--- config.mk ---
export PLATFORM = sky130hd
export DESIGN_NAME = kbc_host_port
export DESIGN_NICKNAME = d
export VERILOG_FILES = /design/src/rtl/kbc_pkg.sv /design/src/rtl/kbc_fifo.sv /design/src/rtl/kbc_host_port.sv
export VERILOG_INCLUDE_DIRS = /design/src /design/src/rtl
export SDC_FILE = /design/constraint.sdc
export NUM_CORES = 1
export LEC_CHECK = 0
export ABC_AREA = 1
export ABC_CLOCK_PERIOD_IN_PS = 5900
export BUFFER_PORTS_ARGS = -buffer_cell sky130_fd_sc_hd__buf_2
export CAP_MARGIN = 0
export CORE_AREA = 2 2 146 134
export DETAILED_ROUTE_END_ITERATION = 12
export DIE_AREA = 0 0 148 136
export PLACE_DENSITY = 0.7
export SLEW_MARGIN = 30
export SYNTH_ARGS = -nofsm -noshare
export SYNTH_HDL_FRONTEND = slang
export SYNTH_HIERARCHICAL = 1
export SYNTH_SLANG_ARGS = --single-unit
--- constraint.sdc ---
create_clock -name CLK -period 5.9 [get_ports CLK]
set_input_delay 0.295 -clock CLK [delete_from_list [all_inputs] [get_ports CLK]]
set_output_delay 0.295 -clock CLK [all_outputs]
set_load 0.01 [all_outputs]
--- src/rtl/kbc_params.svh ---
// Constants of the keyboard/auxiliary controller host port
// Included by the host port design file; definitions only
`ifndef KBC_PARAMS_SVH
`define KBC_PARAMS_SVH
`define KBC_DATA_PORT 8'h60
`define KBC_CMD_PORT 8'h64
`define KBC_ST_PAR 7
`define KBC_ST_TMO 6
`define KBC_ST_AUX 5
`define KBC_ST_INH 4
`define KBC_ST_CMD 3
`define KBC_ST_SYS 2
`define KBC_ST_IBF 1
`define KBC_ST_OBF 0
`define KBC_CB_XLAT 6
`define KBC_CB_DAUX 5
`define KBC_CB_DKBD 4
`define KBC_CB_SYS 2
`define KBC_CB_EAUX 1
`define KBC_CB_EKBD 0
`define KBC_CB_RESET 8'h00
`define KBC_OP_RDCB 8'h20
`define KBC_OP_WRCB 8'h60
`define KBC_OP_TSTPW 8'hA4
`define KBC_OP_LDPW 8'hA5
`define KBC_OP_ENPW 8'hA6
`define KBC_OP_DAUX 8'hA7
`define KBC_OP_EAUX 8'hA8
`define KBC_OP_DKBD 8'hAD
`define KBC_OP_EKBD 8'hAE
`define KBC_PW_YES 8'hFA
`define KBC_PW_NO 8'hF1
`define KBC_PW_LEN 8
`define KBC_FIFO_DEPTH 8
`endif

--- src/rtl/kbc_pkg.sv ---
// Types of the keyboard/auxiliary controller host port
// Needs nothing else
package kbc_pkg;
  typedef enum logic [1:0] {
    KBC_IDLE,
    KBC_WRCB,
    KBC_LDPW
  } kbc_state_t;
endpackage : kbc_pkg

--- src/rtl/kbc_fifo.sv ---
// Valid/ready FIFO for received serial bytes
// Single clock, synchronous active-high reset
module kbc_fifo #(
  parameter int WIDTH = 9,
  parameter int DEPTH = 8
) (
  input wire logic clk,             // Clock
  input wire logic rst,             // Sync reset
  input wire logic in_valid,        // Write strobe
  output logic in_ready,            // Not full
  input wire logic [WIDTH-1:0] in_data, // Write data
  output logic out_valid,           // Not empty
  input wire logic out_ready,       // Read strobe
  output logic [WIDTH-1:0] out_data // Head word
);
  localparam int AW = $clog2(DEPTH);
  logic [WIDTH-1:0] mem_q [DEPTH];
  logic [AW-1:0] wp_q, wp_d, rp_q, rp_d;
  logic [AW:0] cnt_q, cnt_d;
  logic wr, rd;
  always_comb begin
    in_ready = (cnt_q != (AW+1)'(DEPTH));
    out_valid = (cnt_q != '0);
    out_data = mem_q[rp_q];
    wr = in_valid && in_ready;
    rd = out_valid && out_ready;
    wp_d = wr ? wp_q + 1'b1 : wp_q;
    rp_d = rd ? rp_q + 1'b1 : rp_q;
    cnt_d = cnt_q + (AW+1)'(wr) - (AW+1)'(rd);
  end
  always_ff @(posedge clk) begin
    if (rst) begin
      wp_q <= '0;
      rp_q <= '0;
      cnt_q <= '0;
    end else begin
      wp_q <= wp_d;
      rp_q <= rp_d;
      cnt_q <= cnt_d;
    end
    if (wr) begin
      mem_q[wp_q] <= in_data;
    end
  end
endmodule : kbc_fifo

--- src/rtl/kbc_host_port.sv ---
// Host port of a keyboard/auxiliary device controller: data and
// command/status byte ports, status flags, password lock.
// Assumes a receiver delivering bytes with parity/timeout flags and
// a transmitter accepting keyboard bytes; host access one strobe/cycle.
// Operation
// - Checked serial bytes appear at data port
// - Interrupt on byte, else hold for polling
// - Status read, command write at 64
// - Status bit 7 flags even parity
// - Status bit 6 on receive time-out
// - Transmit time-outs set only bit 6
// - Response parity error sets bits 6, 7
// - Bit 5 marks auxiliary byte in buffer
// - Bit 4 low while password lock active
// - Command write sets bit 3, data clears
// - Bit 2 mirrors system flag, reset zero
// - Bit 1 set on write, cleared when consumed
// - Bit 0 set on load, cleared on read
// - Output buffer is read-only eight bits
// - Data goes to keyboard unless parameter expected
// - Test command reports whether a password is stored
// - Load password while unlocked, replaces old one
// - Lock blocks data until keyboard matches pattern
// - Commands refused while lock active
// - Test answers FA stored, F1 none
// - Password bytes taken until zero byte
`include "kbc_params.svh"
module kbc_host_port (
  input wire logic CLK,            // 250 MHz clock
  input wire logic RST,            // Sync reset, active high
  input wire logic [7:0] ADDR,     // Host port address
  input wire logic RD,             // Host read strobe
  input wire logic WR,             // Host write strobe
  input wire logic [7:0] WDATA,    // Host write data
  output logic [7:0] RDATA,        // Host read data
  input wire logic RX_VALID,       // Received byte strobe
  output logic RX_READY,           // Receive FIFO not full
  input wire logic [7:0] RX_DATA,  // Received byte (translated)
  input wire logic RX_AUX,         // Byte came from aux device
  input wire logic RX_PAR_BAD,     // Byte had even parity
  input wire logic TMO_EVENT,      // Receive/transmit time-out
  output logic TX_VALID,           // Byte for the keyboard
  input wire logic TX_READY,       // Transmitter takes byte
  output logic [7:0] TX_DATA,      // Keyboard byte
  output logic KBD_IRQ,            // Keyboard/response interrupt
  output logic AUX_IRQ,            // Auxiliary interrupt
  output logic XLATE,              // Scan code translate enable
  output logic KBD_DIS,            // Keyboard interface disabled
  output logic AUX_DIS             // Aux interface disabled
);
  // ****************************************************
  // Declarations
  // ****************************************************
  kbc_pkg::kbc_state_t st_q, st_d;
  logic [7:0] obuf_q, obuf_d, ibuf_q, ibuf_d, cb_q, cb_d;
  logic [7:0] txd_q, txd_d, rdata_q, rdata_d;
  logic obf_q, obf_d, aux_q, aux_d, ibf_q, ibf_d, cd_q, cd_d;
  logic par_q, par_d, tmo_q, tmo_d, lock_q, lock_d;
  logic txv_q, txv_d;
  logic rsp_wait_q, rsp_wait_d;
  logic [7:0] pw_q [`KBC_PW_LEN];
  logic [7:0] pw_d [`KBC_PW_LEN];
  logic [3:0] pwn_q, pwn_d, mi_q, mi_d;
  logic f_valid, f_ready;
  logic [9:0] f_data;
  logic rd_data, wr_data, wr_cmd, resp;
  logic [7:0] resp_b;
  logic [7:0] status;

  // ****************************************************
  // Helper functions
  // ****************************************************
  function automatic logic sel(input logic [7:0] a, input logic [7:0] p);
    sel = (a == p);
  endfunction : sel

  function automatic logic has_pw(input logic [3:0] n);
    has_pw = (n != 4'd0);
  endfunction : has_pw

  function automatic logic ram_other(input logic [7:0] c);
    ram_other = !c[7] && c[5] && (c[4:0] != 5'h00);
  endfunction : ram_other

  // ****************************************************
  // Receive FIFO
  // ****************************************************
  kbc_fifo #(.WIDTH(10), .DEPTH(`KBC_FIFO_DEPTH)) u_fifo (
    .clk(CLK),
    .rst(RST),
    .in_valid(RX_VALID),
    .in_ready(RX_READY),
    .in_data({RX_PAR_BAD, RX_AUX, RX_DATA}),
    .out_valid(f_valid),
    .out_ready(f_ready),
    .out_data(f_data)
  );

  // ****************************************************
  // Host access and status
  // ****************************************************
  always_comb begin
    rd_data = RD && sel(ADDR, `KBC_DATA_PORT);
    wr_data = WR && sel(ADDR, `KBC_DATA_PORT);
    wr_cmd = WR && sel(ADDR, `KBC_CMD_PORT);
    status = {par_q, tmo_q, aux_q, !lock_q, cd_q,
              cb_q[`KBC_CB_SYS], ibf_q, obf_q};
    rdata_d = rdata_q;
    if (RD && sel(ADDR, `KBC_CMD_PORT)) begin
      rdata_d = status;
    end else if (rd_data) begin
      rdata_d = obuf_q;
    end
  end

  // ****************************************************
  // Controller engine
  // ****************************************************
  always_comb begin
    st_d = st_q;
    obuf_d = obuf_q;
    obf_d = obf_q;
    aux_d = aux_q;
    ibuf_d = ibuf_q;
    ibf_d = ibf_q;
    cd_d = cd_q;
    cb_d = cb_q;
    par_d = par_q;
    tmo_d = tmo_q;
    lock_d = lock_q;
    txv_d = txv_q && !TX_READY;
    txd_d = txd_q;
    pw_d = pw_q;
    pwn_d = pwn_q;
    mi_d = mi_q;
    rsp_wait_d = rsp_wait_q;
    f_ready = 1'b0;
    resp = 1'b0;
    resp_b = 8'h00;
    if (TMO_EVENT) begin
      tmo_d = 1'b1;
    end
    // Input buffer consumed the cycle after it is written, unless a keyboard byte is pending
    if (ibf_q && !txv_q) begin
      ibf_d = 1'b0;
      if (cd_q) begin
        if (lock_q) begin
          // Ignored while locked
        end else if (ram_other(ibuf_q)) begin
          // Only the command byte of controller RAM is kept
        end else begin
          case (ibuf_q)
            `KBC_OP_RDCB: begin
              resp = 1'b1;
              resp_b = cb_q;
            end
            `KBC_OP_WRCB: st_d = kbc_pkg::KBC_WRCB;
            `KBC_OP_TSTPW: begin
              resp = 1'b1;
              resp_b = has_pw(pwn_q) ? `KBC_PW_YES :
                                       `KBC_PW_NO;
            end
            `KBC_OP_LDPW: begin
              pwn_d = 4'd0;
              st_d = kbc_pkg::KBC_LDPW;
            end
            `KBC_OP_ENPW: begin
              lock_d = has_pw(pwn_q);
              mi_d = 4'd0;
            end
            `KBC_OP_DAUX: cb_d[`KBC_CB_DAUX] = 1'b1;
            `KBC_OP_EAUX: cb_d[`KBC_CB_DAUX] = 1'b0;
            `KBC_OP_DKBD: cb_d[`KBC_CB_DKBD] = 1'b1;
            `KBC_OP_EKBD: cb_d[`KBC_CB_DKBD] = 1'b0;
            default: ;
          endcase
        end
      end else begin
        case (st_q)
          kbc_pkg::KBC_WRCB: begin
            cb_d = ibuf_q & 8'h77;
            st_d = kbc_pkg::KBC_IDLE;
          end
          kbc_pkg::KBC_LDPW: begin
            if (ibuf_q == 8'h00) begin
              st_d = kbc_pkg::KBC_IDLE;
            end else if (pwn_q != 4'(`KBC_PW_LEN)) begin
              pw_d[pwn_q[2:0]] = ibuf_q;
              pwn_d = pwn_q + 4'd1;
            end
          end
          default: begin
            txv_d = 1'b1;
            txd_d = ibuf_q;
          end
        endcase
      end
    end
    // Keyboard answer expected once a byte has been clocked out
    if (txv_q && TX_READY) begin
      rsp_wait_d = 1'b1;
    end
    // Received bytes: compared while locked, else loaded when empty
    if (f_valid && lock_q) begin
      f_ready = 1'b1;
      if (!f_data[8]) begin
        if (f_data[7:0] == pw_q[mi_q[2:0]]) begin
          mi_d = mi_q + 4'd1;
          if (mi_q + 4'd1 == pwn_q) begin
            lock_d = 1'b0;
            mi_d = 4'd0;
          end
        end else begin
          mi_d = 4'd0;
        end
      end
    end else if (resp && !obf_q) begin
      obuf_d = resp_b;
      obf_d = 1'b1;
      aux_d = 1'b0;
    end else if (f_valid && !obf_q && !resp) begin
      f_ready = 1'b1;
      obuf_d = f_data[7:0];
      obf_d = 1'b1;
      aux_d = f_data[8];
      par_d = f_data[9];
      if (!f_data[8]) begin
        rsp_wait_d = 1'b0;
        if (f_data[9] && rsp_wait_q) begin
          tmo_d = 1'b1;
        end
      end
    end
    if (rd_data && obf_q) begin
      obf_d = 1'b0;
    end
    if (wr_cmd || wr_data) begin
      ibuf_d = WDATA;
      ibf_d = 1'b1;
      cd_d = wr_cmd;
    end
  end

  always_ff @(posedge CLK) begin
    if (RST) begin
      st_q <= kbc_pkg::KBC_IDLE;
      obuf_q <= 8'h00;
      obf_q <= 1'b0;
      aux_q <= 1'b0;
      ibuf_q <= 8'h00;
      ibf_q <= 1'b0;
      cd_q <= 1'b0;
      cb_q <= `KBC_CB_RESET;
      par_q <= 1'b0;
      tmo_q <= 1'b0;
      lock_q <= 1'b0;
      txv_q <= 1'b0;
      rsp_wait_q <= 1'b0;
      txd_q <= 8'h00;
      pwn_q <= 4'd0;
      mi_q <= 4'd0;
      rdata_q <= 8'h00;
      for (int i = 0; i < `KBC_PW_LEN; i++) begin
        pw_q[i] <= 8'h00;
      end
    end else begin
      st_q <= st_d;
      obuf_q <= obuf_d;
      obf_q <= obf_d;
      aux_q <= aux_d;
      ibuf_q <= ibuf_d;
      ibf_q <= ibf_d;
      cd_q <= cd_d;
      cb_q <= cb_d;
      par_q <= par_d;
      tmo_q <= tmo_d;
      lock_q <= lock_d;
      txv_q <= txv_d;
      rsp_wait_q <= rsp_wait_d;
      txd_q <= txd_d;
      pwn_q <= pwn_d;
      mi_q <= mi_d;
      rdata_q <= rdata_d;
      pw_q <= pw_d;
    end
  end

  // ****************************************************
  // Outputs
  // ****************************************************
  always_comb begin
    RDATA = rdata_q;
    TX_VALID = txv_q;
    TX_DATA = txd_q;
    KBD_IRQ = obf_q && !aux_q && cb_q[`KBC_CB_EKBD];
    AUX_IRQ = obf_q && aux_q && cb_q[`KBC_CB_EAUX];
    XLATE = cb_q[`KBC_CB_XLAT];
    KBD_DIS = cb_q[`KBC_CB_DKBD];
    AUX_DIS = cb_q[`KBC_CB_DAUX];
  end

  // ****************************************************
  // Assertions
  // ****************************************************
  obf_read_a: assert property (@(posedge CLK) disable iff (RST)
    rd_data && obf_q && !(f_valid && !lock_q) |=> !obf_q)
    else $error("output full not cleared by data read");
  cmd_flag_a: assert property (@(posedge CLK) disable iff (RST)
    wr_cmd |=> cd_q && ibf_q)
    else $error("command write did not set flags");
  data_flag_a: assert property (@(posedge CLK) disable iff (RST)
    wr_data |=> !cd_q && ibf_q)
    else $error("data write did not clear command flag");
  sys_mirror_a: assert property (@(posedge CLK) disable iff (RST)
    RD && sel(ADDR, `KBC_CMD_PORT) |=> RDATA[2] == $past(cb_q[2]))
    else $error("system flag not mirrored");
  lock_inh_a: assert property (@(posedge CLK) disable iff (RST)
    lock_q && ibf_q && cd_q && !txv_q |=> !resp && cb_q == $past(cb_q))
    else $error("command taken while locked");
  lock_out_a: assert property (@(posedge CLK) disable iff (RST)
    lock_q && !obf_q |=> !obf_q)
    else $error("data passed while locked");
  tmo_set_a: assert property (@(posedge CLK) disable iff (RST)
    TMO_EVENT |=> tmo_q)
    else $error("timeout not flagged");
  ibf_clear_a: assert property (@(posedge CLK) disable iff (RST)
    ibf_q && !txv_q && !WR |=> !ibf_q)
    else $error("input buffer not consumed");
  obf_load_a: assert property (@(posedge CLK) disable iff (RST)
    f_valid && !obf_q && !lock_q |=> obf_q)
    else $error("received byte not loaded");
  aux_flag_a: assert property (@(posedge CLK) disable iff (RST)
    f_valid && !obf_q && !lock_q && !resp |=> aux_q == $past(f_data[8]))
    else $error("aux flag wrong for loaded byte");
  rsp_par_a: assert property (@(posedge CLK) disable iff (RST)
    f_valid && !obf_q && !lock_q && !resp && !f_data[8] && f_data[9] &&
    rsp_wait_q |=> tmo_q && par_q)
    else $error("response parity error not flagged");
  inh_bit_a: assert property (@(posedge CLK) disable iff (RST)
    RD && sel(ADDR, `KBC_CMD_PORT) |=> RDATA[4] == !$past(lock_q))
    else $error("inhibit bit wrong");
  pw_test_a: assert property (@(posedge CLK) disable iff (RST)
    ibf_q && cd_q && !txv_q && !lock_q && ibuf_q == `KBC_OP_TSTPW &&
    !obf_q |=> obf_q && (obuf_q == `KBC_PW_YES || obuf_q == `KBC_PW_NO))
    else $error("password test code missing");
  pw_load_a: assert property (@(posedge CLK) disable iff (RST)
    ibf_q && cd_q && !txv_q && !lock_q && ibuf_q == `KBC_OP_LDPW |=>
    pwn_q == 4'd0 && st_q == kbc_pkg::KBC_LDPW)
    else $error("password load not started");
  pw_end_a: assert property (@(posedge CLK) disable iff (RST)
    st_q == kbc_pkg::KBC_LDPW && ibf_q && !cd_q && !txv_q &&
    ibuf_q == 8'h00 |=> st_q == kbc_pkg::KBC_IDLE)
    else $error("zero byte did not end password load");
  lock_drop_a: assert property (@(posedge CLK) disable iff (RST)
    lock_q && f_valid |-> f_ready)
    else $error("byte stalled while locked");
  tx_take_a: assert property (@(posedge CLK) disable iff (RST)
    st_q == kbc_pkg::KBC_IDLE && ibf_q && !cd_q && !txv_q |=>
    TX_VALID && TX_DATA == $past(ibuf_q))
    else $error("data byte not forwarded");
  tx_hold_a: assert property (@(posedge CLK) disable iff (RST)
    TX_VALID && !TX_READY |=> TX_VALID && $stable(TX_DATA))
    else $error("keyboard byte dropped before taken");
  cb_mask_a: assert property (@(posedge CLK) disable iff (RST)
    st_q == kbc_pkg::KBC_WRCB && ibf_q && !cd_q && !txv_q |=>
    !cb_q[7] && !cb_q[3] && cb_q[2] == $past(ibuf_q[2]))
    else $error("command byte write wrong");
  rst_clear_a: assert property (@(posedge CLK)
    $past(RST) && !RST |-> !obf_q && !ibf_q && !tmo_q && !par_q)
    else $error("flags not clear after reset");
endmodule : kbc_host_port

==> Word-level counts from Yosys, hierarchy flattened <==
Memory sizes are Yosys's and may differ from the RTL's. A register that Yosys moved wholly into a read port is not among the register bits.
Cells that the tools add are included.
{ "classes": {"addsub": 6, "magnitude_cmp": 3, "n_eq_ne": 25, "muxes": 85, "bitwise_logic": 7, "reduce_logical": 53} }
{ "op_table": {"columns": ["op", "n"], "rows": [
  ["$mux W8", 11],
  ["$mux W4", 17],
  ["$bwmux W64", 1],
  ["$eq A8 B8 Y1 const B", 7],
  ["$mux W1", 39],
  ["$bmux W8 S3", 1],
  ["$demux W8 S3", 1],
  ["$eq A8 B7 Y1 const B", 3],
  ["$logic_and A1 B1 Y1", 22],
  ["$pmux W8 S2", 1],
  ["$reduce_and A5 Y1", 3],
  ["$mux W2", 7],
  ["$reduce_bool A2 Y1", 6],
  ["$ne A3 B1 Y1 const B", 3],
  ["$reduce_and A3 Y1", 3],
  ["$add A4 B1 Y4 const B", 2],
  ["$eq A8 B6 Y1 const B", 1],
  ["$eq A8 B8 Y1", 1],
  ["$ge A4 B4 Y1 const B", 2],
  ["$logic_not A8 Y1", 1],
  ["$ne A4 B4 Y1 const B", 2],
  ["$not A3 Y4", 2],
  ["$pmux W2 S2", 2],
  ["$reduce_bool A4 Y1", 2],
  ["22 further kinds", 39]
]} }
{ "totals": {"regBits": 131, "mem_bits_rw": 80, "input_bits": 33, "out_inout_bits": 23, "wordCells": 210, "mem_count": 1} }
{ "mem_list": {"columns": ["name", "depth", "word_bits", "read_ports", "rd_clocked_by_memory_dff", "write_ports", "line", "source"], "rows": [
  ["u_fifo.mem_q", 8, 10, 1, 1, 1, "kbc_fifo.sv:17", "logic [WIDTH-1:0] mem_q [DEPTH];"]
]} }

==> Logic depth before layout (Yosys ltp) <==
{ "depth": {"word_depth": 15, "ltp_mapped": 17} }

==> Hierarchy <==
The synthesis kept the hierarchy.
{ "modules_own_cells": {"columns": ["mod", "instances", "cells_each", "area_per_inst_um2"], "rows": [
  ["kbc_host_port", 1, 914, 6173.4],
  ["kbc_fifo", 1, 441, 4241.6]
]} }

==> Worst setup path before layout <==
OpenSTA, ideal clock, no wires.
{ "synth_timing": {"path_type": "register to register", "from": "reg ibuf_q[0]", "to": "reg u_fifo.cnt_q[2]", "t_arrival_ns": 2.377, "required_ns": 5.785, "setup_slack_ns": 3.408, "stages_incl_launch_ff": 17, "n_path_buf": 1, "cell_sequence": "dfxtp_1 buf_6 inv_8 nand2_4 nor3_4 nand2_1 nand2_2 nand4_1 nand2_1 nand2_1 a21boi_1 nand2_1 nand2_1 ha_1 fa_1 xnor2_1 nor2_1"} }
{ "synth_between": {"elab_chain_len": 14} }
{ "synth_rtl": {"columns": ["item", "line", "source"], "rows": [
  ["start, declared", "kbc_host_port.sv:55", "logic [7:0] obuf_q, obuf_d, ibuf_q, ibuf_d, cb_q, cb_d;"],
  ["start signal, assigned", "kbc_host_port.sv:271", "ibuf_q <= ibuf_d;"],
  ["$eq A8 B8 Y1 / $eq A8 B6 Y1 (equally long branches)", "kbc_host_port.sv:152", "case (ibuf_q)"],
  ["$reduce_or A2 Y1 (no line)", null, null],
  ["$mux W1", "kbc_host_port.sv:152", null],
  ["$mux W1 (*)", "kbc_host_port.sv:149", "end else if (ram_other(ibuf_q)) begin"],
  ["$mux W1 (*)", "kbc_host_port.sv:147", "if (lock_q) begin"],
  ["$mux W1 (*)", "kbc_host_port.sv:146", "if (cd_q) begin"],
  ["$mux W1 (*)", "kbc_host_port.sv:144", "if (ibf_q && !txv_q) begin"],
  ["$logic_not A1 Y1", "kbc_host_port.sv:221", "end else if (f_valid && !obf_q && !resp) begin"],
  ["$logic_and A1 B1 Y1", "kbc_host_port.sv:221", null],
  ["$mux W1", "kbc_host_port.sv:221", null],
  ["$mux W1 (*)", "kbc_host_port.sv:217", "end else if (resp && !obf_q) begin"],
  ["$mux W1 (*)", "kbc_host_port.sv:204", "if (f_valid && lock_q) begin"],
  ["named net f_ready", "kbc_host_port.sv:64", "logic f_valid, f_ready;"],
  ["$logic_and A1 B1 Y1 (*)", "kbc_fifo.sv:26", "rd = out_valid && out_ready;"],
  ["$sub A4 B1 Y4 (*)", "kbc_fifo.sv:29", "cnt_d = cnt_q + (AW+1)'(wr) - (AW+1)'(rd);"],
  ["end signal, assigned", "kbc_fifo.sv:39", "cnt_q <= cnt_d;"],
  ["end, declared", "kbc_fifo.sv:19", "logic [AW:0] cnt_q, cnt_d;"]
]} }
Mark *: on every way through the listed nets, which the timed path passes. The rest lies on a longest branch.
A chain may end at the register's enable or synchronous reset.

==> Worst setup path in the final report <==
{ "layout_timing": {"from": "reg ibuf_q[7]", "to": "reg u_fifo.cnt_q[2]"} }
{ "layout_between": {"elab_chain_len": 14} }
{ "layout_rtl": {"columns": ["item", "line"], "rows": [
  ["$eq A8 B8 Y1 (tied with other cells)", "kbc_host_port.sv:152"],
  ["$reduce_or A2 Y1 (no line) / $logic_and A1 B1 Y1 (equally long branches)", null],
  ["$mux W1 / $logic_and A1 B1 Y1 (equally long branches)", "kbc_host_port.sv:152, kbc_host_port.sv:82"],
  ["$mux W1 (*)", "kbc_host_port.sv:149"],
  ["$mux W1 (*)", "kbc_host_port.sv:147"],
  ["$mux W1 (*)", "kbc_host_port.sv:146"],
  ["$mux W1 (*)", "kbc_host_port.sv:144"],
  ["$logic_not A1 Y1", "kbc_host_port.sv:221"],
  ["$logic_and A1 B1 Y1", "kbc_host_port.sv:221"],
  ["$mux W1", "kbc_host_port.sv:221"],
  ["$mux W1 (*)", "kbc_host_port.sv:217"],
  ["$mux W1 (*)", "kbc_host_port.sv:204"],
  ["named net f_ready", "kbc_host_port.sv:64"],
  ["$logic_and A1 B1 Y1 (*)", "kbc_fifo.sv:26"],
  ["$sub A4 B1 Y4 (*)", "kbc_fifo.sv:29"]
]} }
Marks and branches as above.

==> flow_summary.yaml <==
outcome:
  run_status: "finished, final reports clean"
flow_run:
  max-cap-violations: 0
timing:
  fin_skew_ns: 0.0256
  hold_viol: 0
  slew-limit-headroom_pct: 45.6
  period_share_pct: 52.9
  drv_slew: 0
  max_freq_ghz: 0.321
  setup_slack_ns: 2.78
  fin_tns_setup_ns: 0
  finalCriticalPeriod_ns: 3.12
  tightest_slew_ns: 0.815
  setup_viol: 0
  rsz0062_at_grt: "no"
routing:
  drtIter0Drc: 851
  viasPerCell: 5.30
  drc: 0
  dr.pass1.iters: 6
  antenna_left: 0
  totalWireLength_um: 25300
  wl_per_cell_um: 15.4
  vias: 8730
die:
  start_util_pct: 55.6
  die_area_mm2: 0.0201
  die_w_um: 148
  die_y_um: 136
  io-pin-count: 56
  row_count: 48
  core_area_mm2: 0.0187
final_layout:
  nets: 1427
  syn2layout_area_growth_pct: 9.96
  mostFrequentLayoutCell: "nand2_1"
  drive_above_1_share_pct: 10.7
  diodes: 0
  layout_common_cells: "nand2_1, inv_1, nand3_1"
synth:
  synth_edf_count: 80
  ys_seq_area_share_pct: 48.8
  netlist_instances: 1355
  yosys.cell_types.count: 41
  avgSynthCellArea_um2: 7.69
  yosys_warnings: 6
  syn_nets: 1401
  yosys_most_used_dff: "dfxtp_1"
  ys_ff_latch: 214
  ys_async_sr_fraction_pct: 0
  syn-cell-area_mm2: 0.0104
worst_setup_path:
  regToRegEndpoint: "u_fifo/cnt_q[2]"
  timing_worst_setup_path_type: "reg -> reg"
  worstPathArrival_ns: 3.50
  crit_path_start_kind: "flop"
  crit_fanout: 11
  cp-startpoint: "ibuf_q[7]"
  cp.required_ns: 6.28
  r2r-start: "ibuf_q[7]"
  r2r_cells: 14
  reg2reg_slack_ns: 2.78
  end_kind: "flop"
worst_hold_path:
  hold-path-endpoint: "u_fifo/mem_q[6][5]"
  hold_depth: 1
  hp-start: "RX_DATA[5]"
  hold_path_class: "in -> reg"
power_and_ir_drop:
  ir_worst_vdd_v: 0.000288
  seqPwrFrac_pct: 42.3
  power_switching_mw: 1.23
  power_leakage_nw: 4.96
  p_per_area_mw_per_mm2: 350
  power.share.clock_pct: 36.3
  comb_power_share_pct: 21.3
  switching_share_pct: 30.6
  p_int_mw: 2.78
clock_tree:
  cts_tree: "built"
  clk_path_buf_depth: 3
  numClockSinks: 214
  postCtsSetupBuffers: 0
  clockRootBuffer: "clkbuf_16"
  clk_pin_slew_worst_paths_ns: 0.06
  h-tree-depth: 1
  post_cts_resized: 0
  cts_hold_repair.buffers: 0
  clk_latency_ns: 0.52
  cts_buffers: 23
global_routing:
  grt_usage_pct: 25.1
  grt_pass1_wl_um: 40200
  grt_max_degree: 63
  grt_pass1_vias: 7970
  grt_overflow: 0
  antenna_found_initial: 0
placement:
  place_hpwl_um: 16800
  place_ws_ns: 2.82
  globalplace.congestion: 0.885
  io_buffers: 55
cell type report:
type	count	area [µm²]
clock inverters	10	125
flip-flops and latches	214	5080
fillers	1724	7290
inverters	197	759
well taps	250	313
multi-input cells	879	4180
clock buffers	30	632
repair buffers	66	358
per-stage QoR:
stage / cell area (µm²) / power, mW / utilization [%] / instances / hold WS [ns]
floorplan: 10400 / 2.40 / - / 1355 / 0.366
global placement: 10700 / 2.55 / 57.1 / 1606 / 0.439
detailed placement: 10700 / 2.57 / 57.1 / 1606 / 0.445
CTS: 11500 / 4.02 / 61.1 / 1646 / 0.0348
global route: 11500 / 4.21 / 61.1 / 1646 / 0.0584
finish: 11500 / 4.01 / 61.1 / 1646 / 0.0396
power groups by stage:
stage               sequential (mW)  combinational [mW]  clock, mW
floorplan                      1.68               0.715          0
global placement               1.73               0.825          0
detailed placement             1.73               0.839          0
CTS                            1.70               0.850       1.47
global route                   1.71               0.978       1.53
finish                         1.70               0.855       1.46
cell families (layout without fill, tap and decap cells):
| logic type | Yosys count | count (layout) | share of synthesized area [%] |
|---|---|---|---|
| simple gates | 653 | 653 | 27.6 |
| buf+inv | 262 | 303 | 11.1 |
| flops | 214 | 214 | 48.8 |
| compound gates | 207 | 207 | 10.3 |
| fa+ha+maj | 13 | 13 | 1.63 |
| xor+xnor | 6 | 6 | 0.505 |
metal layers:
layer  global-route usage (%)  up-vias  wire [µm]
met5                        0        -          0
met4                     6.56        0        567
met3                     3.83       47       1510
met2                     40.3      257      11500
met1                     35.6     4023      11800
li1                         -     4403          -
registers in the layout (all words and copies together) (netlist names), 2 cells and up, named ones only:
register	count
mi_q	4
u_fifo/rp_q	3
u_fifo/wp_q	3
st_q	2
pw_q	64
ibuf_q	8
obuf_q	8
RDATA	8
TX_DATA	8
u_fifo/cnt_q	4
pwn_q	4
u_fifo/mem_q	80
cb_q	6
how the worst max path moves through the flow:
stage | to | depth (start not counted)
2_1_floorplan | u_fifo/cnt_q[2] | 16
3_3_place_gp | u_fifo/cnt_q[2] | 14
3_5_place_dp | u_fifo/cnt_q[2] | 14
4_1_cts | u_fifo/cnt_q[2] | 14
5_1_grt | u_fifo/cnt_q[2] | 14
6_report | u_fifo/cnt_q[2] | 14
critical path, cell delays in order, from the launching register on:
cell and delay (ns):
dfxtp_1 0.56, inv_1 0.21, nor3_4 0.27, nand3_2 0.12, nand2_2 0.11, nand4_1 0.14
nand2_1 0.16, nand2_1 0.13, a21boi_1 0.18, nand2_1 0.16, nand2_1 0.08, ha_1 0.23
fa_1 0.41, xnor2_1 0.15, nor2_1 0.06
Yosys cell counts, types with 11 or more instances:
master	instances	area, µm²
a21oi_1	117	586
buf_2	22	110
buf_4	11	82.6
buf_6	11	124
clkbuf_1	21	78.8
dfxtp_1	134	2680
edfxtp_1	80	2400
ha_1	12	150
inv_1	191	717
nand2_1	349	1310
nand2_2	21	131
nand3_1	142	711
nor2_1	94	353
o21ai_0	73	365
No activity file was read; power rests on OpenSTA's default activity.
